==> src/verilog/hcms_pkg.sv <==
`default_nettype none
// =====================================================================
// shared constants and carriers of the heat/cool output shaper
package hcms_pkg;
    // =================================================================
    // timebase
    localparam int unsigned CLK_HZ = 25_000_000; // clk_i rate
    localparam int unsigned TICK_MS = 1000; // rate limiter step period, ms
    localparam int unsigned TICK_CYCLES = CLK_HZ / 1000 * TICK_MS;
    // =================================================================
    // register index map (16-bit data, one register per index)
    localparam int REG_COUNT = 12; // writable registers 0..11
    localparam logic [3:0] ADDR_CTRL = 4'h0; // assignments, action, type
    localparam logic [3:0] ADDR_BAND = 4'h1; // band_width_setting, 0.01 %FS
    localparam logic [3:0] ADDR_COEF = 4'h2; // cooling coefficient, 0.01
    localparam logic [3:0] ADDR_STOP = 4'h3; // stop mv, 0.1 %
    localparam logic [3:0] ADDR_HHYS = 4'h4; // heat_switch_margin
    localparam logic [3:0] ADDR_CHYS = 4'h5; // cool switch margin
    localparam logic [3:0] ADDR_UPPER = 4'h6; // mv upper limit
    localparam logic [3:0] ADDR_LOWER = 4'h7; // mv lower limit
    localparam logic [3:0] ADDR_RATE = 4'h8; // max mv change per second
    localparam logic [3:0] ADDR_PROP = 4'h9; // proportional band
    localparam logic [3:0] ADDR_INTEG = 4'ha; // integral time
    localparam logic [3:0] ADDR_DERIV = 4'hb; // derivative time
    localparam logic [3:0] ADDR_STATUS = 4'hc; // read-only state
    localparam logic [3:0] ADDR_MVMON = 4'hd; // read-only shaped mv
    // =================================================================
    // control register fields
    localparam int CTRL_OUT1_LSB = 0; // output one assignment, 2 bits
    localparam int CTRL_OUT2_LSB = 2; // output two assignment, 2 bits
    localparam int CTRL_DIR_BIT = 4; // action_direction_select: 1 direct
    localparam int CTRL_ONOFF_BIT = 5; // control type: 1 on/off
    localparam logic [1:0] ASSIGN_HEAT = 2'h1;
    localparam logic [1:0] ASSIGN_COOL = 2'h2;
    // =================================================================
    // reset values, index 11 leftmost
    localparam logic [REG_COUNT*16-1:0] REG_RST = {
        16'h0028, 16'h00e9, 16'h0050, 16'h0000, 16'hfc18, 16'h03e8,
        16'h0008, 16'h0008, 16'h0000, 16'h0064, 16'h0000, 16'h0001};
    localparam logic signed [15:0] MV_FULL = 16'sh03e8; // 100.0 %
    localparam logic [31:0] COEF_SCALE = 32'h0000_0064; // coefficient 1.00
    // =================================================================
    // types
    typedef enum logic [1:0] {
        METH_HEAT = 2'b00,
        METH_COOL = 2'b01,
        METH_HEATCOOL = 2'b10,
        METH_NONE = 2'b11
    } hcms_method_type;
    typedef struct packed {
        logic stopped;
        logic manual;
        logic autotune;
        logic error;
    } hcms_op_type;
    typedef struct packed {
        logic [15:0] prop_band;
        logic [15:0] integ_time;
        logic [15:0] deriv_time;
        logic [15:0] cool_band;
    } hcms_pid_type;
endpackage : hcms_pkg
`default_nettype wire

==> src/verilog/hcms_shaper.sv <==
`timescale 1ns/1ps
`default_nettype none
module hcms_shaper
    import hcms_pkg::*;
#(
    parameter int unsigned TICK_COUNT = TICK_CYCLES // shorten in simulation
) (
    // clock and reset
    input wire logic clk_i,
    input wire logic sys_rst_i,
    // register port
    input wire logic [3:0] addr_i,
    input wire logic [15:0] wdata_i,
    input wire logic wr_i,
    input wire logic rd_i,
    output logic [15:0] rdata_o,
    // process inputs
    input wire logic signed [15:0] mv_calc_i,
    input wire logic signed [15:0] pv_i,
    input wire logic signed [15:0] sp_i,
    input wire hcms_op_type op_i,
    // outputs to actuators and pid block
    output logic [15:0] heat_mv_o,
    output logic [15:0] cool_mv_o,
    output hcms_pid_type pid_o
);
    // =================================================================
    // register file
    logic [15:0] cfg [REG_COUNT]; // writable settings
    genvar g;
    generate
        for (g = 0; g < REG_COUNT; g++) begin : g_reg
            // each register loads on its own index
            always_ff @(posedge clk_i) begin
                if (sys_rst_i) begin
                    cfg[g] <= REG_RST[g*16 +: 16];
                end else if (wr_i && addr_i == 4'(g)) begin
                    cfg[g] <= wdata_i;
                end
            end
        end
    endgenerate
    wire logic [15:0] ctrl = cfg[ADDR_CTRL];
    wire logic signed [15:0] band = cfg[ADDR_BAND];
    wire logic signed [15:0] stop_mv = cfg[ADDR_STOP];
    wire logic signed [15:0] mv_upper = cfg[ADDR_UPPER];
    wire logic signed [15:0] mv_lower = cfg[ADDR_LOWER];
    wire logic [15:0] rate = cfg[ADDR_RATE];
    wire logic onoff = ctrl[CTRL_ONOFF_BIT];
    // =================================================================
    // control method decode
    wire logic [1:0] out1 = ctrl[CTRL_OUT1_LSB +: 2];
    wire logic [1:0] out2 = ctrl[CTRL_OUT2_LSB +: 2];
    wire logic dir = ctrl[CTRL_DIR_BIT];
    wire logic heat_one = (out1 == ASSIGN_HEAT);
    wire logic cool_two = (out2 == ASSIGN_COOL);
    // unsupported combinations drive nothing rather than guess a side
    wire hcms_method_type method = (heat_one && cool_two && !dir) ? METH_HEATCOOL :
        (heat_one && !cool_two) ? (dir ? METH_COOL : METH_HEAT) : METH_NONE;
    wire logic hc = (method == METH_HEATCOOL);
    // =================================================================
    // deviation and band arithmetic, 18 bits so no sum can wrap
    wire logic signed [17:0] dev = {{2{pv_i[15]}}, pv_i} - {{2{sp_i[15]}}, sp_i};
    wire logic signed [17:0] half = {{3{band[15]}}, band[15:1]}; // half width
    wire logic signed [17:0] hh = {2'b00, cfg[ADDR_HHYS]};
    wire logic signed [17:0] ch = {2'b00, cfg[ADDR_CHYS]};
    wire logic signed [17:0] adev = dev[17] ? -dev : dev;
    // a negative width leaves no zero zone, only the overlap of the switch points;
    // a zero width must not blank the output exactly at the set point either
    wire logic in_band = hc && !band[15] && (half != 18'sh0) && (adev <= half);
    // =================================================================
    // on/off switching with hysteresis
    logic heat_on; // heat output switched on
    logic cool_on; // cool output switched on
    logic next_heat_on;
    logic next_cool_on;
    wire logic onoff_run = onoff && !op_i.stopped;
    always_comb begin
        next_heat_on = heat_on;
        next_cool_on = 1'b0;
        case (method)
            METH_HEAT: begin
                // reverse action: on below set point minus margin
                if (dev < -hh) begin
                    next_heat_on = 1'b1;
                end else if (dev > 18'sh0) begin
                    next_heat_on = 1'b0;
                end
            end
            METH_COOL: begin
                // direct action on the heat output, heat margin only
                if (dev > hh) begin
                    next_heat_on = 1'b1;
                end else if (dev < 18'sh0) begin
                    next_heat_on = 1'b0;
                end
            end
            METH_HEATCOOL: begin
                // switch points at the band edges give three positions
                if (dev < -half - hh) begin
                    next_heat_on = 1'b1;
                end else if (dev > -half) begin
                    next_heat_on = 1'b0;
                end
                next_cool_on = cool_on;
                if (dev > half + ch) begin
                    next_cool_on = 1'b1;
                end else if (dev < half) begin
                    next_cool_on = 1'b0;
                end
            end
            default: begin
                next_heat_on = 1'b0;
            end
        endcase
        if (!onoff_run) begin
            next_heat_on = 1'b0;
            next_cool_on = 1'b0;
        end
    end
    // on/off state registers
    always_ff @(posedge clk_i) begin
        if (sys_rst_i) begin
            heat_on <= 1'b0;
            cool_on <= 1'b0;
        end else begin
            heat_on <= next_heat_on;
            cool_on <= next_cool_on;
        end
    end
    // =================================================================
    // one second tick for the rate limiter
    logic [24:0] tick_cnt; // cycles into the current second
    wire logic tick = (tick_cnt == 25'(TICK_COUNT - 1));
    always_ff @(posedge clk_i) begin
        if (sys_rst_i || tick) begin
            tick_cnt <= 25'h0;
        end else begin
            tick_cnt <= tick_cnt + 25'h1;
        end
    end
    // =================================================================
    // rate limiter, then clamp
    wire logic bypass_lim = onoff || op_i.manual || op_i.stopped || op_i.error;
    wire logic bypass_rate = bypass_lim || op_i.autotune;
    logic signed [15:0] mv_rl; // rate limited mv
    wire logic signed [17:0] rate18 = {2'b00, rate};
    wire logic signed [17:0] diff = {{2{mv_calc_i[15]}}, mv_calc_i} - {{2{mv_rl[15]}}, mv_rl};
    wire logic step_up = diff > rate18;
    wire logic step_dn = diff < -rate18;
    wire logic signed [15:0] mv_step = step_up ? mv_rl + signed'(rate) :
        step_dn ? mv_rl - signed'(rate) : mv_calc_i;
    wire logic rate_on = !bypass_rate && (rate != 16'h0);
    // while bypassed the limiter tracks, so re-entry starts from the live value
    always_ff @(posedge clk_i) begin
        if (sys_rst_i) begin
            mv_rl <= 16'sh0;
        end else if (!rate_on) begin
            mv_rl <= mv_calc_i;
        end else if (tick) begin
            mv_rl <= mv_step;
        end
    end
    wire logic clamp_hi = !bypass_lim && (mv_rl > mv_upper);
    wire logic clamp_lo = !bypass_lim && (mv_rl < mv_lower);
    wire logic signed [15:0] mv_lim = bypass_lim ? mv_calc_i : clamp_hi ? mv_upper :
        clamp_lo ? mv_lower : mv_rl;
    // =================================================================
    // final mv and output split
    wire logic signed [15:0] mv_onoff = heat_on ? MV_FULL : cool_on ? -MV_FULL : 16'sh0;
    wire logic signed [15:0] mv_fin = op_i.stopped ? stop_mv : onoff ? mv_onoff :
        in_band ? 16'sh0 : mv_lim;
    wire logic [15:0] next_heat = (method == METH_NONE || mv_fin[15]) ? 16'h0 :
        16'(mv_fin);
    wire logic [15:0] next_cool = (hc && mv_fin[15]) ? 16'(-mv_fin) : 16'h0;
    wire logic [31:0] cool_prod = cfg[ADDR_PROP] * cfg[ADDR_COEF];
    wire logic [31:0] cool_p = cool_prod / COEF_SCALE;
    logic signed [15:0] mv_mon; // last shaped mv for software
    // output registers
    always_ff @(posedge clk_i) begin
        if (sys_rst_i) begin
            heat_mv_o <= 16'h0;
            cool_mv_o <= 16'h0;
            mv_mon <= 16'sh0;
            pid_o <= '0;
        end else begin
            heat_mv_o <= next_heat;
            cool_mv_o <= next_cool;
            mv_mon <= mv_fin;
            pid_o.prop_band <= cfg[ADDR_PROP];
            pid_o.integ_time <= cfg[ADDR_INTEG];
            pid_o.deriv_time <= cfg[ADDR_DERIV];
            // in heating-only control the cooling band is unused but kept equal to P
            pid_o.cool_band <= hc ? cool_p[15:0] : cfg[ADDR_PROP];
        end
    end
    // =================================================================
    // read port
    wire logic [15:0] status = {8'h00, method, heat_on, cool_on, in_band, rate_on,
        clamp_hi, clamp_lo};
    wire logic [15:0] rd_mux = (addr_i < 4'(REG_COUNT)) ? cfg[addr_i] :
        (addr_i == ADDR_STATUS) ? status : (addr_i == ADDR_MVMON) ? 16'(mv_mon) : 16'h0;
    // data stand only in the cycle after the strobe
    always_ff @(posedge clk_i) begin
        if (sys_rst_i || !rd_i) begin
            rdata_o <= 16'h0;
        end else begin
            rdata_o <= rd_mux;
        end
    end
endmodule : hcms_shaper
`default_nettype wire
==> config.mk <==
export PLATFORM = sky130hd
export DESIGN_NAME = hcms_shaper
export DESIGN_NICKNAME = d
export VERILOG_FILES = /design/src/verilog/hcms_pkg.sv /design/src/verilog/hcms_shaper.sv
export SDC_FILE = /design/constraint.sdc
export NUM_CORES = 2
export LEC_CHECK = 0
export BUFFER_PORTS_ARGS = -buffer_cell sky130_fd_sc_hd__buf_2
export CORE_MARGIN = 4
export CORE_UTILIZATION = 41
export CTS_BUF_LIST = sky130_fd_sc_hd__clkbuf_2 sky130_fd_sc_hd__clkbuf_4 sky130_fd_sc_hd__clkbuf_8
export DETAILED_ROUTE_END_ITERATION = 16
export GPL_ROUTABILITY_DRIVEN = 1
export GPL_TIMING_DRIVEN = 0
export PLACE_DENSITY = 0.66
export SYNTH_ARGS = -nofsm -noshare
export SYNTH_HDL_FRONTEND = slang
export SYNTH_SLANG_ARGS = --single-unit
export TNS_END_PERCENT = 100
==> constraint.sdc <==
create_clock -name clk_i -period 27.1 [get_ports clk_i]
set_clock_uncertainty 0.2 [all_clocks]
set_input_delay 8.13 -clock clk_i [delete_from_list [all_inputs] [get_ports clk_i]]
set_output_delay 8.13 -clock clk_i [all_outputs]
set_load 0.01 [all_outputs]
; After elaboration in Yosys (flattened, before gate mapping)
; Memory sizes are Yosys's and may differ from the RTL's. A register that Yosys moved wholly into a read port is not among the register bits.
; Cells that the tools add are included.
[totals]
ff_bits = 139
ramBits = 192
input_bits = 76
output_inout_bits = 112
elab_cells = 203
n_memories = 1
[op_classes]
add_sub_neg = 12
mul = 1
div = 1
n_lt_le_gt_ge = 14
n_eq_ne = 23
muxes = 79
bitwise_logic = 15
reduce_logical = 47
[memory_table]
columns = memory, depth, width, rd, rd_ports_with_merged_regs, write_ports, line
row1 = cfg, 12, 16, 13, 2, 12, hcms_shaper.sv:29  ; logic [15:0] cfg [REG_COUNT];
[op_table]
columns = operator, count
row1 = two-way mux 16 bit, 28
row2 = < comparator 17 x 18 -> 1 bit, 3
row3 = two-way mux 1 bit, 47
row4 = greater-than comparator 17 x 18 -> 1 bit, 2
row5 = negator 16 -> 18 bit, 2
row6 = greater-than comparator 17 bit, 2
row7 = subtractor 16 x 16 -> 17 bit, 2
row8 = divider 32 x 7 -> 32 bit (second input constant), 1
row9 = multiplier 16 x 16 -> 32 bit, 1
row10 = adder 25 x 1 -> 25 bit (second input constant), 1
row11 = equality test 25 bit (second input constant), 1
row12 = equality test 4 bit (second input constant), 6
row13 = logical AND 1 bit, 23
row14 = adder 15 x 17 -> 18 bit, 1
row15 = less-or-equal comparator 18 x 15 -> 1 bit, 1
row16 = two-way mux 18 bit, 1
row17 = negator 15 -> 18 bit, 1
row18 = negator 17 -> 18 bit, 1
row19 = nonzero test 18 bit, 1
row20 = subtractor 18 x 17 -> 18 bit, 1
row21 = greater-than comparator 17 x 1 -> 1 bit (second input constant), 1
row22 = < comparator 17 x 1 -> 1 bit (second input constant), 1
row23 = < comparator 17 x 15 -> 1 bit, 1
row24 = adder 16 bit, 1
row25 = other kinds (26), 62

; Longest topological paths before layout
; An unclocked memory read counts as a cell.
[depth]
ltp_word = 16
depth_mapped = 88
mapped_depth_nobuf = 76

; Worst setup path after synthesis
; OpenSTA, ideal clock, no wires.
[synth_path]
path_kind = flip-flop to flip-flop
start = memory cfg[9][7]
end = register pid_o[0] (netlist name)
setup_ns = 0.077
t_arrival_ns = 20.593
slack_ns = 6.231
stages_incl_launch_ff = 81
n_path_buf = 8
path_cell_list = edfxtp_1 -> clkbuf_1 -> clkbuf_1 -> nand2_1 -> fa_1 -> inv_1 -> fa_1 -> fa_1 -> fa_1 -> fa_1 -> inv_1 -> fa_1 -> inv_1 -> ha_1 -> buf_2 -> a21o_1 -> a221o_1 -> or3_1 -> [45 not listed] -> xnor2_1 -> o211a_1 -> mux2i_2 -> a41oi_1 -> o211ai_1 -> and2_1 -> buf_2 -> a211oi_2 -> o31a_1 -> buf_2 -> or3_1 -> a211o_1 -> and2_1 -> buf_6 -> nand4_1 -> nand3_1 -> or3_1 -> a41oi_2
[synth_lines]
columns = element, line
row1 = from (decl), hcms_shaper.sv:29
row2 = to (decl), hcms_shaper.sv:25  ; output hcms_pid_type pid_o

==> load_flow_metrics.sql <==
INSERT INTO impl_metrics (metric_group, metric, value, unit) VALUES
('outcome', 'status', 'complete, no violations', ''),
('yosys', 'postSynth.asyncResetShare', '0', '%'),
('clock_network', 'worst_setup_hold_path_clk_slew', '0.07', 'ns'),
('placed_design', 'numPortBuffers', '183', ''),
('timing', 'timing_max_transition_violations_final', '0', ''),
('grt', 'globalRoute.totalOverflow', '0', ''),
('floorplan', 'die_area', '100000', 'um2'),
('floorplan', 'initial_core_util', '41.5', '%'),
('grt', 'first_global_vias', '32884', ''),
('clock_network', 'ctsRootBufferMaster', 'sky130_fd_sc_hd__clkbuf_8', ''),
('placed_design', 'routabilityCongestion', '0.985', ''),
('route', 'route.antenna.remaining_nets', '0', ''),
('grt', 'overall_fraction_of_global_route_tracks_in_use', '24.8', '%'),
('hold_path', 'hold-path-cell-count', '1', ''),
('clock_network', 'cts_hold_buf', '0', ''),
('critical_path', 'crit_fanout', '10', ''),
('critical_path', 'cp_endpoint_kind', 'flip-flop', ''),
('grt', 'grt_antenna_before_repair', '8', ''),
('floorplan', 'core-area', '93900', 'um2'),
('critical_path', 'critical_path.most_common_cell', 'sky130_fd_sc_hd__fa_1', ''),
('floorplan', 'die-width', '316', 'um'),
('yosys', 'yosys-top-cells-count', 'sky130_fd_sc_hd__inv_1 (443), sky130_fd_sc_hd__ha_1 (389), sky130_fd_sc_hd__and2_1 (318), sky130_fd_sc_hd__nand2_1 (314), sky130_fd_sc_hd__nor2_1 (300)', ''),
('route', 'drc', '0', ''),
('route', 'finalWirelength', '127000', 'um'),
('critical_path', 'critPathRequiredTime', '27.48', 'ns'),
('yosys', 'post-synth-top-area-fraction', '14.8', '%'),
('clock_network', 'ctsResizeCount', '0', ''),
('floorplan', 'floorplan.die.height', '316', 'um'),
('timing', 'tightest_slew', '1.19', 'ns'),
('placed_design', 'place_hpwl', '102000', 'um'),
('floorplan', 'top_level_ports', '188', ''),
('timing', 'setup_repair_after_global_routing_missed_its_margin', 'no', ''),
('yosys', 'post-synth-top-area-cell', 'sky130_fd_sc_hd__edfxtp_1', ''),
('clock_network', 'postCtsSetupRepairBufs', '0', ''),
('yosys', 'post_synth_main_area_contributors', 'sky130_fd_sc_hd__edfxtp_1 (15%), sky130_fd_sc_hd__ha_1 (12%), sky130_fd_sc_hd__fa_1 (10%)', ''),
('route', 'dr.pass1.iters', '6', ''),
('route', 'drt_iter0_drc', '3031', ''),
('critical_path', 'ff2ff_path_depth', '84', ''),
('yosys', 'synth_seq_cells', '363', ''),
('yosys', 'synthesis.area', '39000', 'um2'),
('yosys', 'yosys.cell_count.top_type', 'sky130_fd_sc_hd__inv_1', ''),
('timing', 'timing.final.hold_violations', '0', ''),
('timing', 'totalNegativeSetupSlack', '0', 'ns'),
('critical_path', 'critPathArrivalTime', '25.53', 'ns'),
('floorplan', 'num_rows', '112', ''),
('route', 'detailed_route_vias_per_instance', '5.74', ''),
('critical_path', 'cp_slowest_cell', 'sky130_fd_sc_hd__clkbuf_1', ''),
('grt', 'grt_first_pass_wirelength', '193000', 'um'),
('run', 'timing.max_cap.violations', '0', ''),
('finish', 'drive_gt1_share', '10.1', '%'),
('yosys', 'synth.lib_cells_used.distinct', '127', ''),
('yosys', 'most_used_dff_post_synth', 'sky130_fd_sc_hd__edfxtp_1', ''),
('clock_network', 'clock-sinks', '363', ''),
('timing', 'maxSlewHeadroom', '20.4', '%'),
('clock_network', 'tritoncts', 'yes', ''),
('critical_path', 'criticalPathCategory', 'flip-flop to flip-flop', ''),
('critical_path', 'setup.worst_path.start_class', 'flip-flop', ''),
('finish', 'final_net_count', '5338', ''),
('hold_path', 'worstHoldPathType', 'flip-flop to flip-flop', ''),
('route', 'vias', '34342', ''),
('critical_path', 'critical_path.max_stage_delay', '0.71', 'ns'),
('yosys', 'synth_enable_flop_cells', '192', ''),
('clock_network', 'cts.path.max_buffers', '3', ''),
('timing', 'setup_viol_count_final', '0', ''),
('timing', 'finalCriticalPeriod', '25.15', 'ns'),
('yosys', 'sequential_cell_area_fraction_in_the_yosys_report', '23.6', '%'),
('grt', 'maximum_number_of_pins_on_one_net_before_global_route_repair', '17', ''),
('yosys', 'syn_avg_cell_area', '8.81', 'um2'),
('finish', 'flow.area_growth_from_synthesis', '10.2', '%'),
('clock_network', 'cts.htree.levels', '2', ''),
('clock_network', 'worstSkewPairLatency', '0.70', 'ns'),
('clock_network', 'cts_inserted_buffers', '58', ''),
('yosys', 'postSynthCellCount', '4427', ''),
('timing', 'fmaxAchievable', '39.8', 'MHz'),
('route', 'routedWlPerCell', '21.2', 'um'),
('yosys', 'synthesis.yosys.warnings', '0', ''),
('timing', 'final_min_period_over_clock_period', '92.8', '%');
final cells by class:
type / instances / area, um2
inverter: 443 / 1660
clock inverter: 20 / 337
antenna: 2 / 5.00
sequential: 363 / 9190
tap: 1254 / 1570
buffer: 187 / 761
timing repair buffer: 185 / 928
multi-input combinational: 3435 / 27400
fill: 9328 / 50900
clock buffer: 89 / 1110
final timing paths:
path | startpoint | endpoint | slack, ns
setup / recovery | cfg[9][11] | pid_o[0] | 1.95
hold / removal | tick_cnt[0] | tick_cnt[0] | 0.27
hold reg to reg | tick_cnt[0] | tick_cnt[0] | 0.27
setup reg to reg | cfg[9][11] | pid_o[0] | 1.95
logic make-up (layout without fill, tap and decap cells):
| family | after synthesis | after routing | share of synthesized area, % |
|---|---|---|---|
| DFF | 363 | 363 | 23.6 |
| muxes | 109 | 109 | 4.52 |
| adders and majority gates | 598 | 598 | 23.0 |
| and+or+nand+nor | 1485 | 1485 | 19.7 |
| AOI/OAI and AO/OA | 1021 | 1021 | 18.0 |
| xor gates and xnor gates | 220 | 220 | 5.05 |
| other | 1 | 4 | 0.00962 |
| buffers and inverters | 630 | 924 | 6.21 |
flip-flops by register name (all words and copies together), names as in the netlist:
signal / cells
mv_mon: 16
tick_cnt: 25
rdata_o: 16
mv_rl: 16
pid_o: 64
cool_on: 1
heat_mv_o: 16
cfg: 192
heat_on: 1
cool_mv_o: 16
per-stage QoR:
step                setup slack, ns  utilization (%)  hold slack [ns]  instance area [um2]  std cells
detailed placement             2.38             44.2            0.267                41500       5866
global placement               2.36             44.2            0.231                41500       5865
global route                  0.364             45.8            0.300                43000       5977
finish                         1.95             45.8            0.265                43000       5978
CTS                            2.30             45.8            0.277                43000       5975
floorplan                      6.23                -            0.218                39000       4428
routing by layer:
| metal | wire [um] | global-route usage (%) | vias up |
|---|---|---|---|
| met4 | 6160 | 10.1 | 4 |
| met5 | 31 | 0 | - |
| met2 | 57200 | 40.0 | 1463 |
| met1 | 52300 | 33.1 | 16510 |
| li1 | - | - | 16062 |
| met3 | 11100 | 4.57 | 303 |
layout by cell type (no fill, tap or decap), types with 44 or more instances in the layout:
master / n
sky130_fd_sc_hd__nand2b_1: 93
sky130_fd_sc_hd__and2_1: 318
sky130_fd_sc_hd__a21o_1: 70
sky130_fd_sc_hd__nand2_1: 314
sky130_fd_sc_hd__xnor2_1: 138
sky130_fd_sc_hd__inv_1: 443
sky130_fd_sc_hd__edfxtp_1: 192
sky130_fd_sc_hd__clkbuf_1: 156
sky130_fd_sc_hd__nor3_1: 66
sky130_fd_sc_hd__o21ai_0: 189
sky130_fd_sc_hd__nand4_1: 54
sky130_fd_sc_hd__ha_1: 389
sky130_fd_sc_hd__mux4_2: 52
sky130_fd_sc_hd__buf_2: 198
sky130_fd_sc_hd__nand3_1: 89
sky130_fd_sc_hd__dfxtp_1: 171
sky130_fd_sc_hd__a21oi_1: 273
sky130_fd_sc_hd__nor2_1: 300
sky130_fd_sc_hd__o21bai_1: 47
sky130_fd_sc_hd__clkbuf_8: 70
sky130_fd_sc_hd__nor2b_1: 102
sky130_fd_sc_hd__fa_1: 200
sky130_fd_sc_hd__xor2_1: 78
sky130_fd_sc_hd__a211oi_1: 44
worst max-delay path, delay by kind of cell, from the launching register on:
kind,cells,cell delay (ns)
compound gates,36,10.51
simple gates,16,3.47
fa+ha+maj,7,3.39
buf+inv,14,3.01
mux,5,2.12
xor+xnor,6,1.98
flops,1,0.34
Power is left out: the tool's default activity adds up to more than one toggle a clock period on the data nets, which glitch-free logic cannot reach.
